$ cat src/isc_pkg.sv
// Constants and types for the interrupt and stack control unit.
// Assumes an 8-bit core with a 16-bit program counter and a byte stack.
package isc_pkg;

   localparam int DATA_W = 8;
   localparam int PC_W   = 16;
   localparam int REG_AW = 3;
   localparam int STK_AW = 8;

   // Register map of the plain register port
   localparam logic [REG_AW-1:0] REG_REQ  = 3'h0;
   localparam logic [REG_AW-1:0] REG_EN   = 3'h1;
   localparam logic [REG_AW-1:0] REG_CTL  = 3'h2;
   localparam logic [REG_AW-1:0] REG_PS   = 3'h3;
   localparam logic [REG_AW-1:0] REG_SP   = 3'h4;
   localparam logic [REG_AW-1:0] REG_IST  = 3'h5;
   localparam logic [REG_AW-1:0] REG_IMSK = 3'h6;

   // Combined register: enables low, request keep-mask high
   localparam int CTL_EN_LSB  = 0;
   localparam int CTL_REQ_LSB = 4;
   localparam int CTL_FLD_W   = 4;

   // Status word fields
   localparam int PS_I_BIT = 2;
   localparam int PS_B_BIT = 4;

   // Event status bits
   localparam int EV_TAKE = 0;
   localparam int EV_BRK  = 1;
   localparam int EV_RET  = 2;
   localparam int EV_W    = 3;

   // Reset values
   localparam logic [DATA_W-1:0] PS_RST   = 8'h04;
   localparam logic [STK_AW-1:0] SP_RST   = 8'hff;
   localparam logic [DATA_W-1:0] BYTE_RST = 8'h00;
   localparam logic [PC_W-1:0]   PC_RST   = 16'h0000;

   typedef enum logic [3:0] {
      no_op,
      set_irq_disable_op,
      clear_irq_disable_op,
      subroutine_call_op,
      subroutine_return_op,
      interrupt_return_op,
      software_break_op,
      push_accumulator_op,
      pull_accumulator_op,
      push_status_op,
      pull_status_op,
      irq_entry_op
   } isc_op_type;

   typedef enum {
      st_idle,
      st_push,
      st_pull,
      st_capt
   } isc_state_type;

endpackage : isc_pkg

$ cat src/isc_stack_if.sv
// Link between the stack sequencer and the stack memory.
// Read data return one cycle after the read strobe.
`timescale 1ns/1ps
interface isc_stack_if #(
   parameter int AW = 8,
   parameter int DW = 8
);
   logic          we;
   logic          re;
   logic [AW-1:0] addr;
   logic [DW-1:0] wdata;
   logic [DW-1:0] rdata;

   modport ctrl  (output we, re, addr, wdata, input rdata);
   modport store (input we, re, addr, wdata, output rdata);
endinterface : isc_stack_if

$ cat src/isc_core.sv
// Interrupt acceptance and stack sequencing for an 8-bit core.
// Assumes the core issues stack and flag operations as one-cycle starts
// and waits for op_done; interrupt sources are asynchronous pins.
//
// Summary of operation
// - Acceptance pushes status word automatically
// - Accept needs request, enable, disable clear
// - Software break ignores disable and enables
// - Event sets request bit even when disabled
// - Acceptance clears the accepted request bit
// - Latched request accepted once later enabled
// - Software write of zero clears request
// - Enable applies before clear in one write
// - Acceptance sets the interrupt disable flag
// - Clear-disable op lets nested interrupts in
// - Set-disable op masks all maskable sources
// - Call pushes high then low byte
// - Call leaves status word untouched
// - Return loads saved address, not status
// - Interrupt return resumes interrupted program
// - Push and pull of accumulator, status
`timescale 1ns/1ps
module isc_core
   import isc_pkg::*;
#(
   parameter int NUM_SRC = CTL_FLD_W
)(
   // Clock and reset
   input  wire logic              clk,
   input  wire logic              sys_rst,
   // Register port
   input  wire logic [REG_AW-1:0] reg_addr,
   input  wire logic [DATA_W-1:0] reg_wdata,
   input  wire logic              reg_wr,
   input  wire logic              reg_rd,
   output logic      [DATA_W-1:0] reg_rdata,
   // Interrupt source pins
   input  wire logic [NUM_SRC-1:0] irq_src,
   // Core operation port
   input  wire logic              op_start,
   input  isc_op_type             op_code,
   input  wire logic [PC_W-1:0]   op_pc,
   input  wire logic [DATA_W-1:0] op_acc,
   input  wire logic [PC_W-1:0]   cur_pc,
   output logic                   op_done,
   output logic                   op_busy,
   output logic      [PC_W-1:0]   pc_out,
   output logic      [DATA_W-1:0] acc_out,
   output logic      [DATA_W-1:0] ps_out,
   output logic      [STK_AW-1:0] sp_out,
   // Handler entry report
   output logic                   entry,
   output logic                   entry_brk,
   output logic      [1:0]        entry_src,
   // Interrupt to the system
   output logic                   irq
);

   localparam logic [1:0] STEP_ONE = 2'h1;

   isc_stack_if #(.AW(STK_AW), .DW(DATA_W)) stk ();

   isc_stack_mem #(.AW(STK_AW), .DW(DATA_W)) u_mem (
      .clk     (clk),
      .sys_rst (sys_rst),
      .port    (stk)
   );

   // Pin synchronisers and edge detect
   logic [NUM_SRC-1:0] sync1_q;
   logic [NUM_SRC-1:0] sync2_q;
   logic [NUM_SRC-1:0] sync3_q;
   logic [NUM_SRC-1:0] src_edge;

   always_ff @(posedge clk)
   begin
      if (sys_rst)
      begin
         sync1_q <= '0;
         sync2_q <= '0;
         sync3_q <= '0;
      end
      else
      begin
         sync1_q <= irq_src;
         sync2_q <= sync1_q;
         sync3_q <= sync2_q;
      end
   end

   assign src_edge = sync2_q & ~sync3_q;

   // Register port decode
   logic wr_req;
   logic wr_en;
   logic wr_ctl;
   logic wr_ps;
   logic wr_sp;
   logic wr_ist;
   logic wr_imsk;

   assign wr_req  = reg_wr && (reg_addr == REG_REQ);
   assign wr_en   = reg_wr && (reg_addr == REG_EN);
   assign wr_ctl  = reg_wr && (reg_addr == REG_CTL);
   assign wr_ps   = reg_wr && (reg_addr == REG_PS);
   assign wr_sp   = reg_wr && (reg_addr == REG_SP);
   assign wr_ist  = reg_wr && (reg_addr == REG_IST);
   assign wr_imsk = reg_wr && (reg_addr == REG_IMSK);

   // Sequencer state
   isc_state_type     st_q, st_d;
   isc_op_type        job_q, job_d;
   logic [1:0]        step_q, step_d;
   logic [STK_AW-1:0] sp_q, sp_d;
   logic [DATA_W-1:0] ps_q, ps_d;
   logic [PC_W-1:0]   pc_q, pc_d;
   logic [DATA_W-1:0] acc_q, acc_d;
   logic              done_q, done_d;

   // Request and enable state
   logic [NUM_SRC-1:0] req_q, req_d;
   logic [NUM_SRC-1:0] en_q, en_d;
   logic [NUM_SRC-1:0] eligible;
   logic [NUM_SRC-1:0] take_vec;
   logic [1:0]         take_idx;
   logic               take_any;

   always_comb
   begin
      en_d = en_q;
      req_d = req_q;
      if (wr_en)
      begin
         en_d = reg_wdata[NUM_SRC-1:0];
      end
      if (wr_ctl)
      begin
         en_d = reg_wdata[CTL_EN_LSB +: NUM_SRC];
      end
      if (wr_req)
      begin
         req_d = req_q & reg_wdata[NUM_SRC-1:0];
      end
      if (wr_ctl)
      begin
         req_d = req_q & reg_wdata[CTL_REQ_LSB +: NUM_SRC];
      end
      // New enable meets the old request, so a combined write still takes
      eligible = req_q & en_d & {NUM_SRC{~ps_q[PS_I_BIT]}};
      take_any = (st_q == st_idle) && !op_start && (|eligible);
      take_vec = '0;
      take_idx = 2'h0;
      for (int i = NUM_SRC - 1; i >= 0; i--)
      begin
         if (eligible[i])
         begin
            take_vec = '0;
            take_vec[i] = 1'b1;
            take_idx = i[1:0];
         end
      end
      if (take_any)
      begin
         req_d = req_d & ~take_vec;
      end
      // A new event beats any clear in the same cycle
      req_d = req_d | src_edge;
   end

   always_ff @(posedge clk)
   begin
      if (sys_rst)
      begin
         req_q <= '0;
         en_q  <= '0;
      end
      else
      begin
         req_q <= req_d;
         en_q  <= en_d;
      end
   end

   // Last step index of each job
   function automatic logic [1:0] last_step(input isc_op_type j);
      case (j)
         irq_entry_op, software_break_op,
         interrupt_return_op:                  last_step = 2'h2;
         subroutine_call_op,
         subroutine_return_op:                 last_step = 2'h1;
         default:                              last_step = 2'h0;
      endcase
   endfunction : last_step

   // Byte pushed at a given step
   function automatic logic [DATA_W-1:0] push_byte(
      input isc_op_type        j,
      input logic [1:0]        s,
      input logic [PC_W-1:0]   pc,
      input logic [DATA_W-1:0] acc,
      input logic [DATA_W-1:0] ps
   );
      logic [DATA_W-1:0] b;
      b = ps;
      b[PS_B_BIT] = (j == software_break_op);
      case (s)
         2'h0:    push_byte = pc[PC_W-1:DATA_W];
         2'h1:    push_byte = pc[DATA_W-1:0];
         default: push_byte = b;
      endcase
      if (j == push_accumulator_op)
      begin
         push_byte = acc;
      end
      if (j == push_status_op)
      begin
         push_byte = ps;
      end
   endfunction : push_byte

   logic              mem_we;
   logic              mem_re;
   logic [STK_AW-1:0] mem_addr;
   logic [DATA_W-1:0] mem_wdata;
   logic              ev_take;
   logic              ev_brk;
   logic              ev_ret;

   always_comb
   begin
      st_d = st_q;
      job_d = job_q;
      step_d = step_q;
      sp_d = sp_q;
      ps_d = ps_q;
      pc_d = pc_q;
      acc_d = acc_q;
      done_d = 1'b0;
      mem_we = 1'b0;
      mem_re = 1'b0;
      mem_addr = sp_q;
      mem_wdata = BYTE_RST;
      ev_take = 1'b0;
      ev_brk = 1'b0;
      ev_ret = 1'b0;
      case (st_q)
         st_idle:
         begin
            if (wr_ps)
            begin
               ps_d = reg_wdata;
            end
            if (wr_sp)
            begin
               sp_d = reg_wdata;
            end
            step_d = 2'h0;
            if (op_start)
            begin
               job_d = op_code;
               pc_d = op_pc;
               acc_d = op_acc;
               case (op_code)
                  set_irq_disable_op:
                  begin
                     ps_d[PS_I_BIT] = 1'b1;
                     done_d = 1'b1;
                  end
                  clear_irq_disable_op:
                  begin
                     ps_d[PS_I_BIT] = 1'b0;
                     done_d = 1'b1;
                  end
                  subroutine_call_op, push_accumulator_op,
                  push_status_op:
                  begin
                     st_d = st_push;
                  end
                  software_break_op:
                  begin
                     st_d = st_push;
                     ev_brk = 1'b1;
                  end
                  subroutine_return_op, interrupt_return_op,
                  pull_accumulator_op, pull_status_op:
                  begin
                     st_d = st_pull;
                  end
                  default:
                  begin
                     done_d = 1'b1;
                  end
               endcase
            end
            else if (take_any)
            begin
               job_d = irq_entry_op;
               pc_d = cur_pc;
               st_d = st_push;
               ev_take = 1'b1;
            end
         end
         st_push:
         begin
            mem_we = 1'b1;
            // High byte first, status last on entry
            mem_wdata = push_byte(job_q, step_q, pc_q, acc_q, ps_q);
            sp_d = sp_q - 8'h01;
            step_d = step_q + STEP_ONE;
            if (step_q == last_step(job_q))
            begin
               st_d = st_idle;
               done_d = 1'b1;
               if ((job_q == irq_entry_op) || (job_q == software_break_op))
               begin
                  ps_d[PS_I_BIT] = 1'b1;
               end
            end
         end
         st_pull:
         begin
            mem_re = 1'b1;
            mem_addr = sp_q + 8'h01;
            sp_d = sp_q + 8'h01;
            st_d = st_capt;
         end
         st_capt:
         begin
            case (job_q)
               interrupt_return_op:
               begin
                  // Reverse of entry: status, then low, then high
                  case (step_q)
                     2'h0:    ps_d = stk.rdata;
                     2'h1:    pc_d[DATA_W-1:0] = stk.rdata;
                     default: pc_d[PC_W-1:DATA_W] = stk.rdata;
                  endcase
               end
               subroutine_return_op:
               begin
                  // Status word is left alone on this return
                  if (step_q == 2'h0)
                  begin
                     pc_d[DATA_W-1:0] = stk.rdata;
                  end
                  else
                  begin
                     pc_d[PC_W-1:DATA_W] = stk.rdata;
                  end
               end
               pull_accumulator_op: acc_d = stk.rdata;
               pull_status_op:      ps_d = stk.rdata;
               default:             acc_d = acc_q;
            endcase
            if (step_q == last_step(job_q))
            begin
               st_d = st_idle;
               done_d = 1'b1;
               ev_ret = (job_q == interrupt_return_op);
            end
            else
            begin
               step_d = step_q + STEP_ONE;
               st_d = st_pull;
            end
         end
         default:
         begin
            st_d = st_idle;
         end
      endcase
   end

   always_ff @(posedge clk)
   begin
      if (sys_rst)
      begin
         st_q   <= st_idle;
         job_q  <= no_op;
         step_q <= 2'h0;
         sp_q   <= SP_RST;
         ps_q   <= PS_RST;
         pc_q   <= PC_RST;
         acc_q  <= BYTE_RST;
         done_q <= 1'b0;
      end
      else
      begin
         st_q   <= st_d;
         job_q  <= job_d;
         step_q <= step_d;
         sp_q   <= sp_d;
         ps_q   <= ps_d;
         pc_q   <= pc_d;
         acc_q  <= acc_d;
         done_q <= done_d;
      end
   end

   assign stk.we    = mem_we;
   assign stk.re    = mem_re;
   assign stk.addr  = mem_addr;
   assign stk.wdata = mem_wdata;

   // Handler entry report, registered
   logic       entry_q, entry_d;
   logic       ebrk_q, ebrk_d;
   logic [1:0] esrc_q, esrc_d;

   always_comb
   begin
      entry_d = ev_take || ev_brk;
      ebrk_d = ev_brk;
      esrc_d = ev_take ? take_idx : esrc_q;
   end

   always_ff @(posedge clk)
   begin
      if (sys_rst)
      begin
         entry_q <= 1'b0;
         ebrk_q  <= 1'b0;
         esrc_q  <= 2'h0;
      end
      else
      begin
         entry_q <= entry_d;
         ebrk_q  <= ebrk_d;
         esrc_q  <= esrc_d;
      end
   end

   // Sticky event status, write one to clear; set wins
   logic [EV_W-1:0]   ist_q, ist_d;
   logic [EV_W-1:0]   imsk_q, imsk_d;
   logic [EV_W-1:0]   ev_vec;
   logic [DATA_W-1:0] rdata_q, rdata_d;

   always_comb
   begin
      ev_vec = '0;
      ev_vec[EV_TAKE] = ev_take;
      ev_vec[EV_BRK] = ev_brk;
      ev_vec[EV_RET] = ev_ret;
      ist_d = ist_q;
      if (wr_ist)
      begin
         ist_d = ist_q & ~reg_wdata[EV_W-1:0];
      end
      ist_d = ist_d | ev_vec;
      imsk_d = wr_imsk ? reg_wdata[EV_W-1:0] : imsk_q;
      rdata_d = BYTE_RST;
      if (reg_rd)
      begin
         case (reg_addr)
            REG_REQ:  rdata_d[NUM_SRC-1:0] = req_q;
            REG_EN:   rdata_d[NUM_SRC-1:0] = en_q;
            REG_CTL:
            begin
               rdata_d[CTL_EN_LSB +: NUM_SRC] = en_q;
               rdata_d[CTL_REQ_LSB +: NUM_SRC] = req_q;
            end
            REG_PS:   rdata_d = ps_q;
            REG_SP:   rdata_d = sp_q;
            REG_IST:  rdata_d[EV_W-1:0] = ist_q;
            REG_IMSK: rdata_d[EV_W-1:0] = imsk_q;
            default:  rdata_d = BYTE_RST;
         endcase
      end
   end

   always_ff @(posedge clk)
   begin
      if (sys_rst)
      begin
         ist_q   <= '0;
         imsk_q  <= '0;
         rdata_q <= BYTE_RST;
      end
      else
      begin
         ist_q   <= ist_d;
         imsk_q  <= imsk_d;
         rdata_q <= rdata_d;
      end
   end

   assign reg_rdata = rdata_q;
   assign irq       = |(ist_q & imsk_q);
   assign op_done   = done_q;
   assign op_busy   = (st_q != st_idle);
   assign pc_out    = pc_q;
   assign acc_out   = acc_q;
   assign ps_out    = ps_q;
   assign sp_out    = sp_q;
   assign entry     = entry_q;
   assign entry_brk = ebrk_q;
   assign entry_src = esrc_q;

endmodule : isc_core

$ cat src/isc_stack_mem.sv
// Stack memory with registered read data.
// Assumes one access per cycle from the stack sequencer.
`timescale 1ns/1ps
module isc_stack_mem
   import isc_pkg::*;
#(
   parameter int AW = STK_AW,
   parameter int DW = DATA_W
)(
   // Clock and reset
   input wire logic  clk,
   input wire logic  sys_rst,
   // Sequencer side
   isc_stack_if.store port
);

   logic [DW-1:0] mem [0:(1<<AW)-1];
   logic [DW-1:0] rdata_q;

   always_ff @(posedge clk)
   begin
      if (port.we)
      begin
         mem[port.addr] <= port.wdata;
      end
   end

   always_ff @(posedge clk)
   begin
      if (sys_rst)
      begin
         rdata_q <= '0;
      end
      else if (port.re)
      begin
         rdata_q <= mem[port.addr];
      end
   end

   assign port.rdata = rdata_q;

endmodule : isc_stack_mem

$ cat config.mk
export PLATFORM = sky130hd
export DESIGN_NAME = isc_core
export DESIGN_NICKNAME = d
export VERILOG_FILES = /design/src/isc_pkg.sv /design/src/isc_stack_if.sv /design/src/isc_core.sv /design/src/isc_stack_mem.sv
export SDC_FILE = /design/constraint.sdc
export NUM_CORES = 2
export LEC_CHECK = 0
export BUFFER_PORTS_ARGS = -buffer_cell sky130_fd_sc_hd__buf_2
export CELL_PAD_IN_SITES_DETAIL_PLACEMENT = 0
export CELL_PAD_IN_SITES_GLOBAL_PLACEMENT = 2
export CORE_MARGIN = 2
export CORE_UTILIZATION = 30
export CTS_BUF_LIST = sky130_fd_sc_hd__clkbuf_16
export DETAILED_ROUTE_END_ITERATION = 6
export PLACE_DENSITY_LB_ADDON = 0.25
export RECOVER_POWER = 50
export SETUP_SLACK_MARGIN = 0.1
export SKIP_LAST_GASP = 1
export SYNTH_ARGS = -nofsm -noshare
export SYNTH_HDL_FRONTEND = slang
export SYNTH_SLANG_ARGS = --single-unit
$ cat constraint.sdc
create_clock -name clk -period 26.8 [get_ports clk]
set_input_delay 1.34 -clock clk [delete_from_list [all_inputs] [get_ports clk]]
set_output_delay 1.34 -clock clk [all_outputs]
set_load 0.03 [all_outputs]
Word level (Yosys, flattened, before mapping) --
Memory sizes are Yosys's and may differ from the RTL's. A register that Yosys moved wholly into a read port is not among the register bits. Cells that the tools add are included. Widths: inputs -> output; s select.
Storage, ports and cells: register bits 117, memory bits (writable) 2048, input bits 64, memories 1
Cells by class: $add $sub $neg 3, equal/unequal tests 47, multiplexer cells 74, bitwise logic cells 15, reduce and logical (&&, ||, !) cells 40
Memory list:
- u_mem.mem | depth 256, width 8, read ports 1, clocked after Yosys merged registers in 1, write ports 1, line isc_stack_mem.sv:17 | logic [DW-1:0] mem [0:(1<<AW)-1];
Operators by type and width (number):
- $pmux 32 s4 | 1
- $mux 32 | 3
- $mux 8 | 12
- $eq 32x2->1 const B | 2
- $logic_not 32->1 | 2
- $pmux 16 s2 | 2
- $pmux 32 s2 | 1
- $pmux 8 s2 | 3
- $mux 4 | 11
- $eq 32x1->1 const B | 1
- $eq 4x3->1 const B | 8
- $mux 16 | 2
- $reduce_bool 32->1 | 1
- $eq 4x4->1 const B | 7
- $and 4x4->4 | 6
- $pmux 8 s3 | 1
- $mux 1 | 19
- $pmux 3 s6 | 1
- $mux 2 | 8
- $ne 3x3->1 const B | 5
- $reduce_and 5->1 | 3
- $eq 4x2->1 const B | 3
- $ne 2x2->1 const B | 6
- $pmux 4 s3 | 1
- 39 further kinds | 70

Logic depth before layout (Yosys ltp) --
depth after elaboration 14, depth in mapped cells 16, depth with buffers taken out 11

By module --
Synthesis repeated with hierarchy kept, for this count alone.
Unflattened totals: cells, all modules 4451, area total of the unflattened synthesis 85361.9 um^2
Modules (own cells, without submodules):
- isc_stack_mem | instances 1, cells each 3813, area an instance 80143.1 um^2, sequential area each 61659.1 um^2
- isc_core | instances 1, cells each 638, area an instance 5218.8 um^2, sequential area each 1741.7 um^2

Worst setup path before layout --
OpenSTA, ideal clock, no wires.
kind reg2reg, from reg step_q[0], to mem u_mem.mem[0][7], data pin, library setup time 2.272 ns, arrival time 11.728 ns, data required time 24.528 ns, slack 12.800 ns, stages on the path, launching flop included 8, path buffers 1, clock period less this slack 14.000 ns, cell sequence dfxtp_1 > inv_1 > ha_1 > clkbuf_1 > nor2_1 > a21boi_0 > nand2b_1 > a21boi_0
On the way: word-level cells in the longest chain between the ends 5
RTL lines:
- start, declared | line isc_core.sv:113 | logic [1:0] step_q, step_d;
- start signal, assigned | line isc_core.sv:391 | step_q <= step_d;
- $eq 2x1->1 / $logic_not 2->1 (equally long branches) | line isc_core.sv:206 | case (s)
- $pmux 8 s2 * | line isc_core.sv:206
- $mux 8 * | line isc_core.sv:211 | if (j == push_accumulator_op)
- $mux 8 * | line isc_core.sv:215 | if (j == push_status_op)
- $mux 8 * | line isc_core.sv:246 | case (st_q)
- via mem_wdata[7] | line isc_core.sv:224 | logic [DATA_W-1:0] mem_wdata;
- end, declared | line isc_stack_mem.sv:17
The timed path passes the listed nets; every way through them passes the cells marked *.

Worst setup path in the final report --
from reg step_q[0], to mem u_mem.mem[201][7], data pin
Same word-level chain as after synthesis.

==> flow_metrics.env <==
export IMPL_hold_depth=2
export IMPL_synth_main_ff_cell="edfxtp_1"
export IMPL_finish_utilization=0.3445
export IMPL_violations="max-capacitance violations, max-slew violations"
export IMPL_syn_area_mm2=0.08512
export IMPL_area_growth_pct=14.24
export IMPL_critPathSlowestCell="clkbuf_1"
export IMPL_fin_area_mm2=0.09724
export IMPL_gp_congestion=0.7733
export IMPL_synth_fa_ha_area_frac=0.001323
export IMPL_cts_buffer_depth=4
export IMPL_synth_cell_types=78
export IMPL_grt_pass1_wl_um=363000
export IMPL_swShare=0.2631
export IMPL_vias=45486
export IMPL_fp_dieH_um=536.7
export IMPL_worstPathRequired_ns=26.03
export IMPL_synthTopCellsByArea="edfxtp_1, mux4_2, dfxtp_1"
export IMPL_cts_tree="yes"
export IMPL_rsz0062_at_grt="false"
export IMPL_slowest_delay_ns=6.63
export IMPL_fillerInstances=26706
export IMPL_io_buffers=118
export IMPL_root_buffer="clkbuf_16"
export IMPL_drc=0
export IMPL_finalSetupViolCount=0
export IMPL_setup_tns_ns=0
export IMPL_grt_overflow_total=0
export IMPL_cts_resized_gates=0
export IMPL_synth_seq_area_share=0.7449
export IMPL_switchingPower_w=0.002103
export IMPL_crit_chain="inv_1 > ha_1 > nor2_1 > a21boi_0 > nand2b_1 > a21boi_0 > clkbuf_1 > clkbuf_1"
export IMPL_status="finished with violations"
export IMPL_synthXorXnorAreaFrac=0.001852
export IMPL_r2r_slack_ns=13.05
export IMPL_crit_buf_inv=3
export IMPL_comb_power_share=0.133
export IMPL_synth_edf_count=2048
export IMPL_post_cts_repair_setup_buffers=0
export IMPL_crit_fanout=188
export IMPL_drtIter0Drc=4432
export IMPL_ioPinCount=119
export IMPL_cts_buffers=234
export IMPL_fmax_mhz=72.75
export IMPL_synth_compound_area_frac=0.04567
export IMPL_ys_seq_elements=2143
export IMPL_dp_hpwl_um=150800
export IMPL_reg2reg_to="u_mem.mem[201][7]"
export IMPL_min_to="req_q[2]"
export IMPL_cellInternalPower_w=0.005892
export IMPL_avgRoutedWirePerCell_um=29.11
export IMPL_muxShareOfSynthArea=0.1299
export IMPL_start_kind="flip-flop"
export IMPL_avgSynthCellArea_um2=17.94
export IMPL_die_width_um=536.7
export IMPL_antenna_found_initial=17
export IMPL_worst_pin_slew_ns=9.636
export IMPL_grt_total_usage=0.1751
export IMPL_firstDrtPassIters=6
export IMPL_clock_sinks=2143
export IMPL_timing_rr_start="step_q[0]"
export IMPL_via_per_inst=5.152
export IMPL_final_max_slew_viol_count=2161
export IMPL_clk_latency_ns=0.92
export IMPL_finalCritPeriodShare=0.5129
export IMPL_place_ws_ns=19.67
export IMPL_dpl_cell_area_mm2=0.09015
export IMPL_initial_core_util=0.3015
export IMPL_post_route_min_period_ns=13.75
export IMPL_yosysTopAreaCellShare=0.7225
export IMPL_hp_start="sync3_q[2]"
export IMPL_layout_common_cells="edfxtp_1, mux4_2, nand2_1, nor2_1, clkbuf_16"
export IMPL_synth_simple_area_share=0.05748
export IMPL_ctsHoldBuffers=0
export IMPL_maxCapViolCount=22
export IMPL_synth_top_family_by_area="multiplexers"
export IMPL_r2r_cells=8
export IMPL_clkSlewWorstSetupHoldPaths_ns=0.06
export IMPL_arrival_ns=12.97
export IMPL_finalHoldViolCount=0
export IMPL_slew_headroom=-5.424
export IMPL_final_nets=4971
export IMPL_finClkSkew_ns=0.07779
export IMPL_core_mm2=0.2823
export IMPL_drive_above_1_share=0.1839
export IMPL_worst_ir_drop_vdd_mv=0.05314
export IMPL_ant_nets=0
export IMPL_cp_end_kind="flip-flop"
export IMPL_worst_slack_ns=13.05
export IMPL_powerDensity_mw_per_mm2=82.22
export IMPL_die_area_mm2=0.2880
export IMPL_finalWirelength_um=257000
export IMPL_cp_top_family="buffers and inverters"
export IMPL_min_path_type="reg2reg"
export IMPL_power_share_clock=0.393
export IMPL_synthArstFlopShare=0
export IMPL_grt_pass1_vias=45979
export IMPL_synthesis_nets=4818
export IMPL_h_tree_depth=4
export IMPL_p_seq_frac=0.473
export IMPL_path_class="reg2reg"
export IMPL_yosysWarnings=0
export IMPL_rows=195
export IMPL_leakagePower_nw=33.91
export IMPL_grt_max_degree=204
export IMPL_mostFrequentLayoutCell="edfxtp_1"
export IMPL_synthCells=4745
export IMPL_synth_top_area_cell="edfxtp_1"
worst reg2reg max path, cell delays in order (launching register included):
cell and delay [ns]:
dfxtp_1 0.39, inv_1 0.09, ha_1 0.42, nor2_1 0.56
a21boi_0 0.38, nand2b_1 0.24, a21boi_0 0.37, clkbuf_1 2.52
clkbuf_1 6.65
power by group through the flow:
stage	combinational [W]	sequential (W)	clock (W)
final	0.00107	0.00378	0.00314
after detailed placement	0.00110	0.00382	0
after floorplan	0.000654	0.00387	0
after global placement	0.00110	0.00382	0
after CTS	0.00110	0.00375	0.00321
after global routing	0.00113	0.00379	0.00334
synthesized netlist by cell type (all sizes together), types with 13 or more instances:
| master | n |
|---|---|
| mux4 | 408 |
| a22oi | 65 |
| a31oi | 40 |
| clkbuf | 141 |
| nor4 | 14 |
| buf | 168 |
| nor2b | 46 |
| inv | 15 |
| o22ai | 42 |
| nor2 | 379 |
| nand3 | 101 |
| a311oi | 17 |
| a32oi | 76 |
| and3 | 40 |
| nand2b | 14 |
| nand2 | 397 |
| or3 | 13 |
| a211oi | 62 |
| a21oi | 107 |
| nand4 | 39 |
| nor3 | 37 |
| edfxtp | 2048 |
| dfxtp | 95 |
| o21ai | 50 |
| mux2i | 182 |
| a2111oi | 14 |
flip-flops by register name, summed over array words and instances, names as in the netlist:
| register | flops |
|---|---|
| st_q | 2 |
| ist_q | 3 |
| en_q | 4 |
| entry_src | 2 |
| ps_out | 8 |
| op_done | 1 |
| imsk_q | 3 |
| pc_out | 16 |
| reg_rdata | 8 |
| sync2_q | 4 |
| step_q | 2 |
| acc_out | 8 |
| req_q | 4 |
| sync3_q | 4 |
| entry_brk | 1 |
| u_mem.mem | 2048 |
| sync1_q | 4 |
| u_mem.port.rdata | 8 |
| entry | 1 |
| job_q | 4 |
| sp_out | 8 |
metal layers:
layer,global-route usage,share of wire,routed length [µm]
met4,0.04127,0.022,5582
met3,0.02596,0.052,13330
met1,0.2498,0.45,116700
met2,0.2814,0.47,121300
met5,0,0,0
kinds of logic (layout without fill, tap and decap cells):
kind of cell,Yosys count,count (layout)
compound gates,556,556
flops,2143,2143
mux,594,594
other cells,0,2
simple gates,1103,1103
fa+ha+maj,9,9
buf+inv,325,664
xor+xnor,15,15
through the flow:
step	instances	total power [W]	hold WS [ns]
2_1_floorplan	4745	0.004522	0.4138
3_3_place_gp	8404	0.004917	0.4404
3_5_place_dp	8405	0.004920	0.4392
4_1_cts	8827	0.008061	0.4278
5_1_grt	8828	0.008262	0.4682
6_report	8829	0.007995	0.4249
layout make-up:
| type | instances | area (µm²) | area share |
|---|---|---|---|
| Multi-Input combinational cell | 2277 | 20450 | 0.2103 |
| Clock buffer | 237 | 5931 | 0.06099 |
| Clock inverter | 185 | 1429 | 0.01469 |
| Tap cell | 3743 | 4683 | 0.04816 |
| Antenna cell | 2 | 5.005 | 0.00005147 |
| Timing Repair Buffer | 226 | 1277 | 0.01314 |
| Inverter | 16 | 61.31 | 0.0006305 |
| Sequential cell | 2143 | 63400 | 0.6520 |
worst max path at each step:
stage	endpoint	slack, ns	cells past startpoint	startpoint
2_1_floorplan	u_mem.mem[0][7]	12.80	7	step_q[0]
3_3_place_gp	u_mem.port.rdata[6]	19.23	13	st_q[0]
3_5_place_dp	u_mem.port.rdata[4]	19.67	13	sp_out[1]
4_1_cts	u_mem.port.rdata[4]	19.63	13	sp_out[1]
5_1_grt	u_mem.mem[87][7]	12.12	8	step_q[0]
6_report	u_mem.mem[201][7]	13.05	8	step_q[0]
Note: power is estimated with default switching activity, not from simulation.
